[src/hw/crma_pkg.sv]
// Package of constants for the configuration message access agent.
package crma_pkg;
    // ****************************************************************
    // Control tokens.
    // ****************************************************************
    localparam logic [7:0] TOK_END = 8'h01;
    localparam logic [7:0] TOK_ACK = 8'h03;
    localparam logic [7:0] TOK_NACK = 8'h04;
    localparam logic [7:0] TOK_PWR = 8'h24;
    localparam logic [7:0] TOK_PRD = 8'h25;
    localparam logic [7:0] TOK_CWR = 8'hC0;
    localparam logic [7:0] TOK_CRD = 8'hC1;
    // ****************************************************************
    // Field sizes in bytes and reply suppression pattern.
    // ****************************************************************
    localparam logic [7:0] NOREPLY_LOW = 8'hFF;
    localparam logic [3:0] ID_BYTES = 4'h3;
    localparam logic [3:0] CREG_BYTES = 4'h2;
    localparam logic [3:0] CDATA_BYTES = 4'h4;
    localparam logic [3:0] PHDR_BYTES = 4'h2;
    // ****************************************************************
    // Register banks: tile and node registers, peripheral bytes.
    // ****************************************************************
    localparam int CREG_BITS = 4;
    localparam int PREG_BITS = 4;
    localparam logic [7:0] ACC_TILE = 8'h01;
    localparam logic [7:0] ACC_PERIPH = 8'h02;
endpackage

[src/hw/crma_agent.sv]
// Configuration message agent: decodes requests and sends replies.
`timescale 1ns/1ps
module crma_agent #(
    parameter int FIFO_DEPTH = 4
) (
    input wire logic clk, // System clock, 200 MHz.
    input wire logic nrst, // Synchronous reset, active low.
    input wire logic [7:0] rx_data, // Incoming byte or token.
    input wire logic rx_ctrl, // Incoming item is a control token.
    input wire logic rx_valid, // Incoming item offered.
    output logic rx_ready, // Agent takes the item.
    output logic [7:0] tx_data, // Outgoing byte or token.
    output logic tx_ctrl, // Outgoing item is a control token.
    output logic tx_valid, // Outgoing item offered.
    input wire logic tx_ready, // Link takes the item.
    output logic [23:0] tx_dest, // Reply channel-end, upper 24 bits.
    output logic [7:0] acc_space // Last access: 01 config, 02 periph.
);
    typedef enum logic [5:0] {
        ST_IDLE = 6'b000001,
        ST_HDR = 6'b000010,
        ST_DATA = 6'b000100,
        ST_END = 6'b001000,
        ST_REPLY = 6'b010000,
        ST_DRAIN = 6'b100000
    } crma_state_t;

    localparam int NCREG = 1 << crma_pkg::CREG_BITS;
    localparam int NPREG = 1 << crma_pkg::PREG_BITS;

    crma_state_t st_r;
    logic [7:0] kind_r;
    logic [3:0] cnt_r;
    logic [23:0] id_r;
    logic [15:0] reg_r;
    logic [7:0] size_r;
    logic [31:0] wdat_r;
    logic bad_r;
    logic [7:0] psize_r;
    logic [3:0] rcnt_r;
    logic [31:0] creg_r [NCREG];
    logic [7:0] preg_r [NPREG];
    logic [7:0] acc_r;
    logic [8:0] q_data;
    logic q_valid;
    logic q_ready;
    logic [8:0] o_data;
    logic o_valid;
    logic rx_ready_r;
    logic [7:0] tx_data_r;
    logic tx_ctrl_r;
    logic tx_valid_r;
    logic is_cfg;
    logic is_wr;
    logic quiet;
    logic cfg_hit;
    logic p_hit;
    logic take;
    logic [3:0] hdr_len;
    logic [31:0] rval;

    // ****************************************************************
    // Request decode.
    // ****************************************************************

    // Derived request properties.
    assign is_cfg = kind_r == crma_pkg::TOK_CWR || kind_r == crma_pkg::TOK_CRD;
    assign is_wr = kind_r == crma_pkg::TOK_CWR || kind_r == crma_pkg::TOK_PWR;
    assign quiet = is_wr && id_r[7:0] == crma_pkg::NOREPLY_LOW;
    assign cfg_hit = reg_r < 16'(NCREG);
    assign p_hit = 9'(reg_r[7:0]) + 9'(size_r) <= 9'(NPREG);
    assign hdr_len = crma_pkg::ID_BYTES + (is_cfg ? crma_pkg::CREG_BYTES
                                                : crma_pkg::PHDR_BYTES);
    assign rx_ready = rx_ready_r;
    assign take = rx_valid && rx_ready_r;
    assign rval = creg_r[reg_r[crma_pkg::CREG_BITS-1:0]];

    // Intake closes as a message ends and opens once every reply item
    // has left, so tx_dest never shows the next requester too early.
    always_ff @(posedge clk) begin
        if (!nrst) begin
            rx_ready_r <= 1'b0;
        end else if (take && rx_ctrl && st_r != ST_IDLE) begin
            rx_ready_r <= 1'b0;
        end else if (st_r == ST_IDLE && !o_valid && !tx_valid_r) begin
            rx_ready_r <= 1'b1;
        end
    end

    // Message sequencer and field capture.
    always_ff @(posedge clk) begin
        if (!nrst) begin
            st_r <= ST_IDLE;
            kind_r <= 8'h00;
            cnt_r <= 4'h0;
            id_r <= 24'h00_0000;
            reg_r <= 16'h0000;
            size_r <= 8'h00;
            wdat_r <= 32'h0000_0000;
            bad_r <= 1'b0;
        end else begin
            case (st_r)
                ST_IDLE: begin
                    if (take) begin
                        kind_r <= rx_data;
                        cnt_r <= 4'h0;
                        reg_r <= 16'h0000;
                        bad_r <= 1'b0;
                        id_r <= 24'h00_0000;
                        // Unknown token drains to its end; bytes drop.
                        if (rx_ctrl && (rx_data == crma_pkg::TOK_CWR
                                || rx_data == crma_pkg::TOK_CRD
                                || rx_data == crma_pkg::TOK_PWR
                                || rx_data == crma_pkg::TOK_PRD)) begin
                            st_r <= ST_HDR;
                        end else if (rx_ctrl
                                && rx_data != crma_pkg::TOK_END) begin
                            st_r <= ST_DRAIN;
                        end
                    end
                end
                ST_HDR: begin
                    if (take) begin
                        if (rx_ctrl) begin
                            bad_r <= 1'b1;
                            st_r <= ST_REPLY;
                        end else begin
                            // Identifier then register, MSB first.
                            if (cnt_r < crma_pkg::ID_BYTES) begin
                                id_r <= {id_r[15:0], rx_data};
                            end else if (is_cfg) begin
                                reg_r <= {reg_r[7:0], rx_data};
                            end else if (cnt_r == crma_pkg::ID_BYTES) begin
                                reg_r <= {8'h00, rx_data};
                            end else begin
                                size_r <= rx_data;
                            end
                            cnt_r <= cnt_r + 4'h1;
                            if (cnt_r + 4'h1 == hdr_len) begin
                                cnt_r <= 4'h0;
                                st_r <= is_wr ? ST_DATA : ST_END;
                            end
                        end
                    end
                end
                ST_DATA: begin
                    if (take) begin
                        if (rx_ctrl) begin
                            // Short write: config writes need 4 bytes.
                            if (is_cfg || rx_data != crma_pkg::TOK_END
                                    || 8'(cnt_r) != size_r) begin
                                bad_r <= 1'b1;
                            end
                            st_r <= ST_REPLY;
                        end else begin
                            wdat_r <= {wdat_r[23:0], rx_data};
                            cnt_r <= cnt_r + 4'h1;
                            if (is_cfg && cnt_r == crma_pkg::CDATA_BYTES
                                    - 4'h1) begin
                                st_r <= ST_END;
                            end
                        end
                    end
                end
                ST_END: begin
                    if (take) begin
                        if (!(rx_ctrl && rx_data == crma_pkg::TOK_END)) begin
                            bad_r <= 1'b1;
                        end
                        st_r <= (rx_ctrl) ? ST_REPLY : ST_DRAIN;
                    end
                end
                ST_DRAIN: begin
                    if (take && rx_ctrl) begin
                        bad_r <= 1'b1;
                        st_r <= ST_REPLY;
                    end
                end
                ST_REPLY: begin
                    if (quiet) begin
                        st_r <= ST_IDLE;
                    end else if (q_ready && rcnt_r == psize_r[3:0]
                            + 4'h1) begin
                        st_r <= ST_IDLE;
                    end
                end
                default: st_r <= ST_IDLE;
            endcase
        end
    end

    // ****************************************************************
    // Register banks and reply generation.
    // ****************************************************************

    // Register writes take effect when a well formed write closes.
    always_ff @(posedge clk) begin
        if (!nrst) begin
            for (int i = 0; i < NCREG; i++) begin
                creg_r[i] <= 32'h0000_0000;
            end
            for (int i = 0; i < NPREG; i++) begin
                preg_r[i] <= 8'h00;
            end
        end else if (st_r == ST_REPLY && rcnt_r == 4'h0 && !bad_r
                && is_wr) begin
            if (is_cfg && cfg_hit) begin
                creg_r[reg_r[crma_pkg::CREG_BITS-1:0]] <= wdat_r;
            end else if (!is_cfg && p_hit && size_r != 8'h00) begin
                preg_r[reg_r[crma_pkg::PREG_BITS-1:0]] <= wdat_r[7:0];
            end
        end
    end

    // Reply word: ACK or NACK, read data bytes, then end token.
    always_comb begin
        psize_r = 8'h00;
        if (!bad_r && !is_wr) begin
            psize_r = is_cfg ? 8'h04 : size_r;
        end
        if (bad_r || (is_cfg ? !cfg_hit : !p_hit)) begin
            psize_r = 8'h00;
        end
        q_data = {1'b1, crma_pkg::TOK_END};
        if (rcnt_r == 4'h0) begin
            q_data = {1'b1, (bad_r || (is_cfg ? !cfg_hit : !p_hit))
                      ? crma_pkg::TOK_NACK : crma_pkg::TOK_ACK};
        end else if (rcnt_r <= psize_r[3:0]) begin
            if (is_cfg) begin
                q_data = {1'b0, 8'(rval >> (8 * (4 - int'(rcnt_r))))};
            end else begin
                q_data = {1'b0, preg_r[reg_r[crma_pkg::PREG_BITS-1:0]
                          + (crma_pkg::PREG_BITS)'(rcnt_r - 4'h1)]};
            end
        end
        q_valid = st_r == ST_REPLY && !quiet;
    end

    // Reply item counter.
    always_ff @(posedge clk) begin
        if (!nrst || st_r != ST_REPLY) begin
            rcnt_r <= 4'h0;
        end else if (q_valid && q_ready) begin
            rcnt_r <= rcnt_r + 4'h1;
        end
    end

    // Access space, held per request and set as its reply starts.
    always_ff @(posedge clk) begin
        if (!nrst) begin
            acc_r <= 8'h00;
        end else if (st_r == ST_REPLY && rcnt_r == 4'h0) begin
            acc_r <= is_cfg ? crma_pkg::ACC_TILE : crma_pkg::ACC_PERIPH;
        end
    end

    crma_fifo #(
        .WIDTH(9),
        .DEPTH(FIFO_DEPTH)
    ) u_fifo (
        .clk(clk),
        .nrst(nrst),
        .in_data(q_data),
        .in_valid(q_valid),
        .in_ready(q_ready),
        .out_data(o_data),
        .out_valid(o_valid),
        .out_ready(!tx_valid_r || tx_ready)
    );

    // Output stage: every output from a flip-flop.
    always_ff @(posedge clk) begin
        if (!nrst) begin
            tx_valid_r <= 1'b0;
            tx_data_r <= 8'h00;
            tx_ctrl_r <= 1'b0;
            tx_dest <= 24'h00_0000;
        end else if (!tx_valid_r || tx_ready) begin
            tx_valid_r <= o_valid;
            tx_data_r <= o_data[7:0];
            tx_ctrl_r <= o_data[8];
            tx_dest <= id_r;
        end
    end

    assign tx_valid = tx_valid_r;
    assign tx_data = tx_data_r;
    assign tx_ctrl = tx_ctrl_r;
    assign acc_space = acc_r;

    // Suppressed writes never put an item in the reply queue.
    chk_quiet_noreply: assert property (@(posedge clk) disable iff (!nrst)
        st_r == ST_REPLY && quiet |-> !q_valid)
        else $error("Suppressed write queued a reply.");

    // Every reply opens with an ACK or NACK token.
    chk_reply_head: assert property (@(posedge clk) disable iff (!nrst)
        q_valid && rcnt_r == 4'h0 |-> q_data[8]
        && (q_data[7:0] == crma_pkg::TOK_ACK
            || q_data[7:0] == crma_pkg::TOK_NACK))
        else $error("Reply did not start with a status token.");

    // A failed request is answered with NACK.
    chk_fail_nack: assert property (@(posedge clk) disable iff (!nrst)
        q_valid && rcnt_r == 4'h0 && bad_r
        |-> q_data[7:0] == crma_pkg::TOK_NACK)
        else $error("Failed request was acknowledged.");

    // Config reads return four data bytes after ACK.
    chk_cfg_rlen: assert property (@(posedge clk) disable iff (!nrst)
        st_r == ST_REPLY && is_cfg && !is_wr && !bad_r && cfg_hit
        |-> psize_r == 8'h04)
        else $error("Config read length is not four bytes.");

    // Peripheral reads of up to 14 bytes return the requested size.
    chk_p_rlen: assert property (@(posedge clk) disable iff (!nrst)
        st_r == ST_REPLY && !is_cfg && !is_wr && !bad_r && p_hit
        |-> psize_r == size_r)
        else $error("Peripheral read length is wrong.");

    // Config data bytes go out most significant first.
    chk_msb_first: assert property (@(posedge clk) disable iff (!nrst)
        q_valid && is_cfg && rcnt_r == 4'h1 && psize_r == 8'h04
        |-> q_data[7:0] == rval[31:24])
        else $error("Config data not sent MSB first.");

    // Reply closes with the end token.
    chk_reply_end: assert property (@(posedge clk) disable iff (!nrst)
        q_valid && rcnt_r == psize_r[3:0] + 4'h1
        |-> q_data == {1'b1, crma_pkg::TOK_END})
        else $error("Reply not closed by end token.");

    // A config write token leads into header capture.
    chk_cwr_start: assert property (@(posedge clk) disable iff (!nrst)
        st_r == ST_IDLE && take && rx_ctrl && rx_data == crma_pkg::TOK_CWR
        |=> st_r == ST_HDR)
        else $error("Config write not accepted.");

    // No request item is taken while a reply is being queued.
    chk_intake_closed: assert property (@(posedge clk) disable iff (!nrst)
        st_r == ST_REPLY |-> !rx_ready_r)
        else $error("Intake open during reply.");
endmodule

[src/hw/crma_fifo.sv]
// Reply token FIFO with valid and ready on both sides.
`timescale 1ns/1ps
module crma_fifo #(
    parameter int WIDTH = 9,
    parameter int DEPTH = 4
) (
    input wire logic clk, // System clock.
    input wire logic nrst, // Synchronous reset, active low.
    input wire logic [WIDTH-1:0] in_data, // Word to store.
    input wire logic in_valid, // Word offered.
    output logic in_ready, // Room available.
    output logic [WIDTH-1:0] out_data, // Oldest word, read straight from storage.
    output logic out_valid, // Oldest word present.
    input wire logic out_ready // Drain accepts word.
);
    localparam int AW = $clog2(DEPTH);
    logic [WIDTH-1:0] mem_r [DEPTH];
    logic [AW-1:0] wp_r;
    logic [AW-1:0] rp_r;
    logic [AW:0] cnt_r;
    logic push;
    logic pop;

    // Handshake terms and honest full and empty.
    assign in_ready = (cnt_r != (AW+1)'(DEPTH));
    assign out_valid = (cnt_r != '0);
    assign push = in_valid && in_ready;
    assign pop = out_valid && out_ready;
    assign out_data = mem_r[rp_r];

    // Storage writes.
    always_ff @(posedge clk) begin
        if (push) begin
            mem_r[wp_r] <= in_data;
        end
    end

    // Pointers and occupancy.
    always_ff @(posedge clk) begin
        if (!nrst) begin
            wp_r <= '0;
            rp_r <= '0;
            cnt_r <= '0;
        end else begin
            if (push) begin
                wp_r <= (wp_r == AW'(DEPTH-1)) ? '0 : wp_r + 1'b1;
            end
            if (pop) begin
                rp_r <= (rp_r == AW'(DEPTH-1)) ? '0 : rp_r + 1'b1;
            end
            cnt_r <= cnt_r + (AW+1)'(push) - (AW+1)'(pop);
        end
    end
endmodule

[config.mk]
export PLATFORM = sky130hd
export DESIGN_NAME = crma_agent
export DESIGN_NICKNAME = d
export VERILOG_FILES = /design/src/hw/crma_pkg.sv /design/src/hw/crma_agent.sv /design/src/hw/crma_fifo.sv
export SDC_FILE = /design/constraint.sdc
export NUM_CORES = 1
export LEC_CHECK = 0
export BUFFER_PORTS_ARGS = -buffer_cell sky130_fd_sc_hd__buf_2
export CAP_MARGIN = 20
export CORE_ASPECT_RATIO = 0.75
export CORE_UTILIZATION = 57
export DETAILED_ROUTE_END_ITERATION = 6
export GPL_ROUTABILITY_DRIVEN = 0
export GPL_TIMING_DRIVEN = 0
export PLACE_DENSITY = 0.78
export RECOVER_POWER = 50
export SLEW_MARGIN = 20
export SYNTH_ARGS = -nofsm -noshare
export SYNTH_HDL_FRONTEND = slang
export SYNTH_SLANG_ARGS = --single-unit
[constraint.sdc]
create_clock -name clk -period 4.5 [get_ports clk]
set_input_delay 0.675 -clock clk [delete_from_list [all_inputs] [get_ports clk]]
set_output_delay 0.675 -clock clk [all_outputs]
set_load 0.01 [all_outputs]
==> flow_summary.json <==
{
  "finalClockSkew_ns": 0.0222,
  "peakVddDrop_mv": 0.304,
  "antenna_found_initial": 2,
  "numCtsBuffers": 80,
  "routed_wl_um": 104000,
  "path_buf_inv": 2,
  "numPortBuffers": 49,
  "hp-class": "in2reg",
  "status": "complete, no violations",
  "placed_cell_area_um2": 40000,
  "synthMuxAreaShare": 0.136,
  "drive_gt1_frac": 0.166,
  "hold_viol_final": 0,
  "postRouteAntennaNets": 0,
  "synth.most_common_cell": "edfxtp_1",
  "grt_first_pass_wirelength_um": 151000,
  "drt-vias-per-instance": 6.40,
  "cts_max_path_buffers": 3,
  "num_rows": 81,
  "initial_core_util": 0.577,
  "max-cap-violations": 0,
  "grt_usage": 0.310,
  "rsz0062_at_grt": "no",
  "path_max_fanout": 10,
  "ios": 56,
  "synth_fa_ha_area_frac": 0.0109,
  "synthSimpleGateAreaFrac": 0.162,
  "wl_per_cell_um": 27.6,
  "syn_inst": 2645,
  "yosysTopAreaCell": "edfxtp_1",
  "clock.fmax_mhz": 224,
  "core_um2": 65300,
  "dieArea_um2": 67200,
  "worst_pin_slew_ns": 1.24,
  "dr_wl_met3_um": 13700,
  "path_common_cell": "mux4_2",
  "first_pass_iters": 6,
  "diodes": 0,
  "startpoint_type": "register",
  "synthArstFlopShare": 0,
  "cts.sinks": 827,
  "hold_buffers": 0,
  "synth_top_family_by_area": "simple AND/OR/NAND/NOR gates",
  "highest_layer": "met5",
  "finalCritPeriodShare": 0.994,
  "ys_seq_area_frac": 0.619,
  "clk_latency_ns": 0.65,
  "wl_met1_um": 39000,
  "die_w_um": 299,
  "p_per_area_nw_per_um2": 396,
  "syn-mean-instance-area_um2": 14.2,
  "grt_pass1_vias": 23800,
  "endpoint_kind": "register",
  "cts_tree": "yes",
  "critPathTopFamily": "buffers and inverters",
  "cts_max_level": 3,
  "yosys-top-cells-area": "edfxtp_1 (54%), mux4_2 (13%), and2_1 (11%), dfxtp_1 (8.0%), a21boi_0 (2.3%)",
  "grt_max_degree": 19,
  "via_count": 24000,
  "netlist.area_leader.share": 0.539,
  "postLayoutCellArea_um2": 42600,
  "yosysUniqueCellTypes": 75,
  "synth-edff-count": 676,
  "clk_pin_slew_ns": 0.06,
  "dr_wl_met2_um": 47300,
  "ys_top_cells_by_count": "edfxtp_1 (676), and2_1 (651), mux4_2 (217)",
  "drt_iter0_drc": 3302,
  "slew_violations": 0,
  "leakage_nw": 14.2,
  "ys.flop_type": "edfxtp_1",
  "n_fill_cell": 4555,
  "synth_compound_area_frac": 0.0407,
  "fin_util": 0.652,
  "synth-seq-cells": 827,
  "critPathSlowestCell": "clkbuf_1",
  "dieHeight_um": 225,
  "root_buffer": "clkbuf_16",
  "crit_type": "reg2reg",
  "cp.arrival_ns": 4.82,
  "fin_nets": 2861,
  "cp.required_ns": 4.85,
  "power.total_mw": 16.8,
  "synth.cell_area_um2": 37700,
  "yosysWarningCount": 0,
  "relSlewSlack": 0.173,
  "grt.overflow.total": 0,
  "crit_path_cell_trace": "clkbuf_1, clkbuf_1, mux4_2, mux4_2, mux4_2, a22oi_1, nor2_1",
  "final-setup-viol-count": 0,
  "fin_crit_ns": 4.47,
  "critPathMaxStageDelay_ns": 0.98,
  "route.detailed.drc": 0,
  "hpwl_um": 72300,
  "area_delta_synth_final_pct": 12.9,
  "synthXorXnorAreaFrac": 0.00488
}
## tightest hold or removal path: cells and delay by family
kind            cells  cell delay, ns
compound gates      1            0.07
simple gates        1            0.07
buf+inv             1            0.17
## power by group
| group | internal (mW) | switching (mW) | total (mW) |
|---|---|---|---|
| Sequential | 8.60 | 0.143 | 8.74 |
| Clock | 4.00 | 2.94 | 6.94 |
| Combinational | 0.455 | 0.701 | 1.16 |
| Total | 13.1 | 3.79 | 16.8 |
## registers in the layout, summed over array words and instances, names as in the netlist, 8 cells and up, named ones only
name,flops
preg_r,128
tx_dest,24
creg_r,512
reg_r,16
size_r,8
kind_r,8
u_fifo.mem_r,36
tx_data,8
wdat_r,32
id_r,24
## per-stage QoR
step           hold slack [ns]  worst slack (ns)  instances  TNS (ns)
2_1_floorplan            0.441            -0.149       2650    -19.03
3_3_place_gp             0.448             -3.03       3570   -808.46
3_5_place_dp             0.456            -0.913       3603    -15.15
4_1_cts                  0.380           0.00291       3751         0
5_1_grt                  0.395           0.00283       3754         0
6_report                 0.409            0.0287       3754         0
## what timing repair did
| item | 4_1_cts | 5_1_grt |
|---|---|---|
| buffers inserted | 1 | 3 |
| setup endpoints to repair | 41 | 36 |
| pin swaps | 2 | 6 |
| resized for setup | 8 | 25 |
## logic make-up (layout without fill, tap and decap cells)
| kind of cell | count (synthesis) | in the layout |
|---|---|---|
| other | 1 | 6 |
| buffers and inverters | 238 | 471 |
| AOI/OAI and AO/OA | 221 | 221 |
| adders and majority gates | 31 | 31 |
| DFF | 827 | 827 |
| and+or+nand+nor | 1066 | 1066 |
| muxes | 240 | 240 |
| xor gates and xnor gates | 21 | 21 |
## path summary, 6_finish.rpt
path | start | to | slack (ns) | cells after the start
setup / recovery | register | u_fifo.mem_r[2][5] | 0.03 | 7
hold / removal | rx_data[7] | wdat_r[7] | 0.41 | 3
setup reg to reg | register | u_fifo.mem_r[2][5] | 0.03 | 7
hold reg to reg | tx_dest[13] | tx_dest[13] | 0.47 | 2
## layer usage
layer | global-route usage | vias up
li1 | - | 9965
met1 | 0.440 | 12100
met2 | 0.474 | 1690
met3 | 0.0801 | 283
met4 | 0.0966 | 2
met5 | 0 | -
## cell usage in the layout, fill, tap and decap left out, drive strengths merged, types with 8 or more instances in the layout
cell type and n:
a21boi 113, a21oi 13, a22oi 9, and2 651, buf 91, bufinv 8, clkbuf 314, clkinv 28
dfxtp 151, edfxtp 676, ha 28, inv 28, mux2i 22, mux4 217, nand2 211, nand3 51
nor2 60, nor2b 28, nor3 11, nor4 11, o21ai 53, xnor2 10, xor2 11
## final cells by class
class / instances / area, um^2 / share of cell area
timing repair buffer: 86 / 1020 / 0.0240
tap: 871 / 1090 / 0.0256
sequential: 827 / 23300 / 0.548
multi-input combinational: 1585 / 13500 / 0.317
clock buffer: 109 / 2270 / 0.0533
clock inverter: 39 / 402 / 0.00944
buffer: 210 / 868 / 0.0204
inverter: 27 / 101 / 0.00238
No activity file was read; power rests on OpenSTA's default activity.
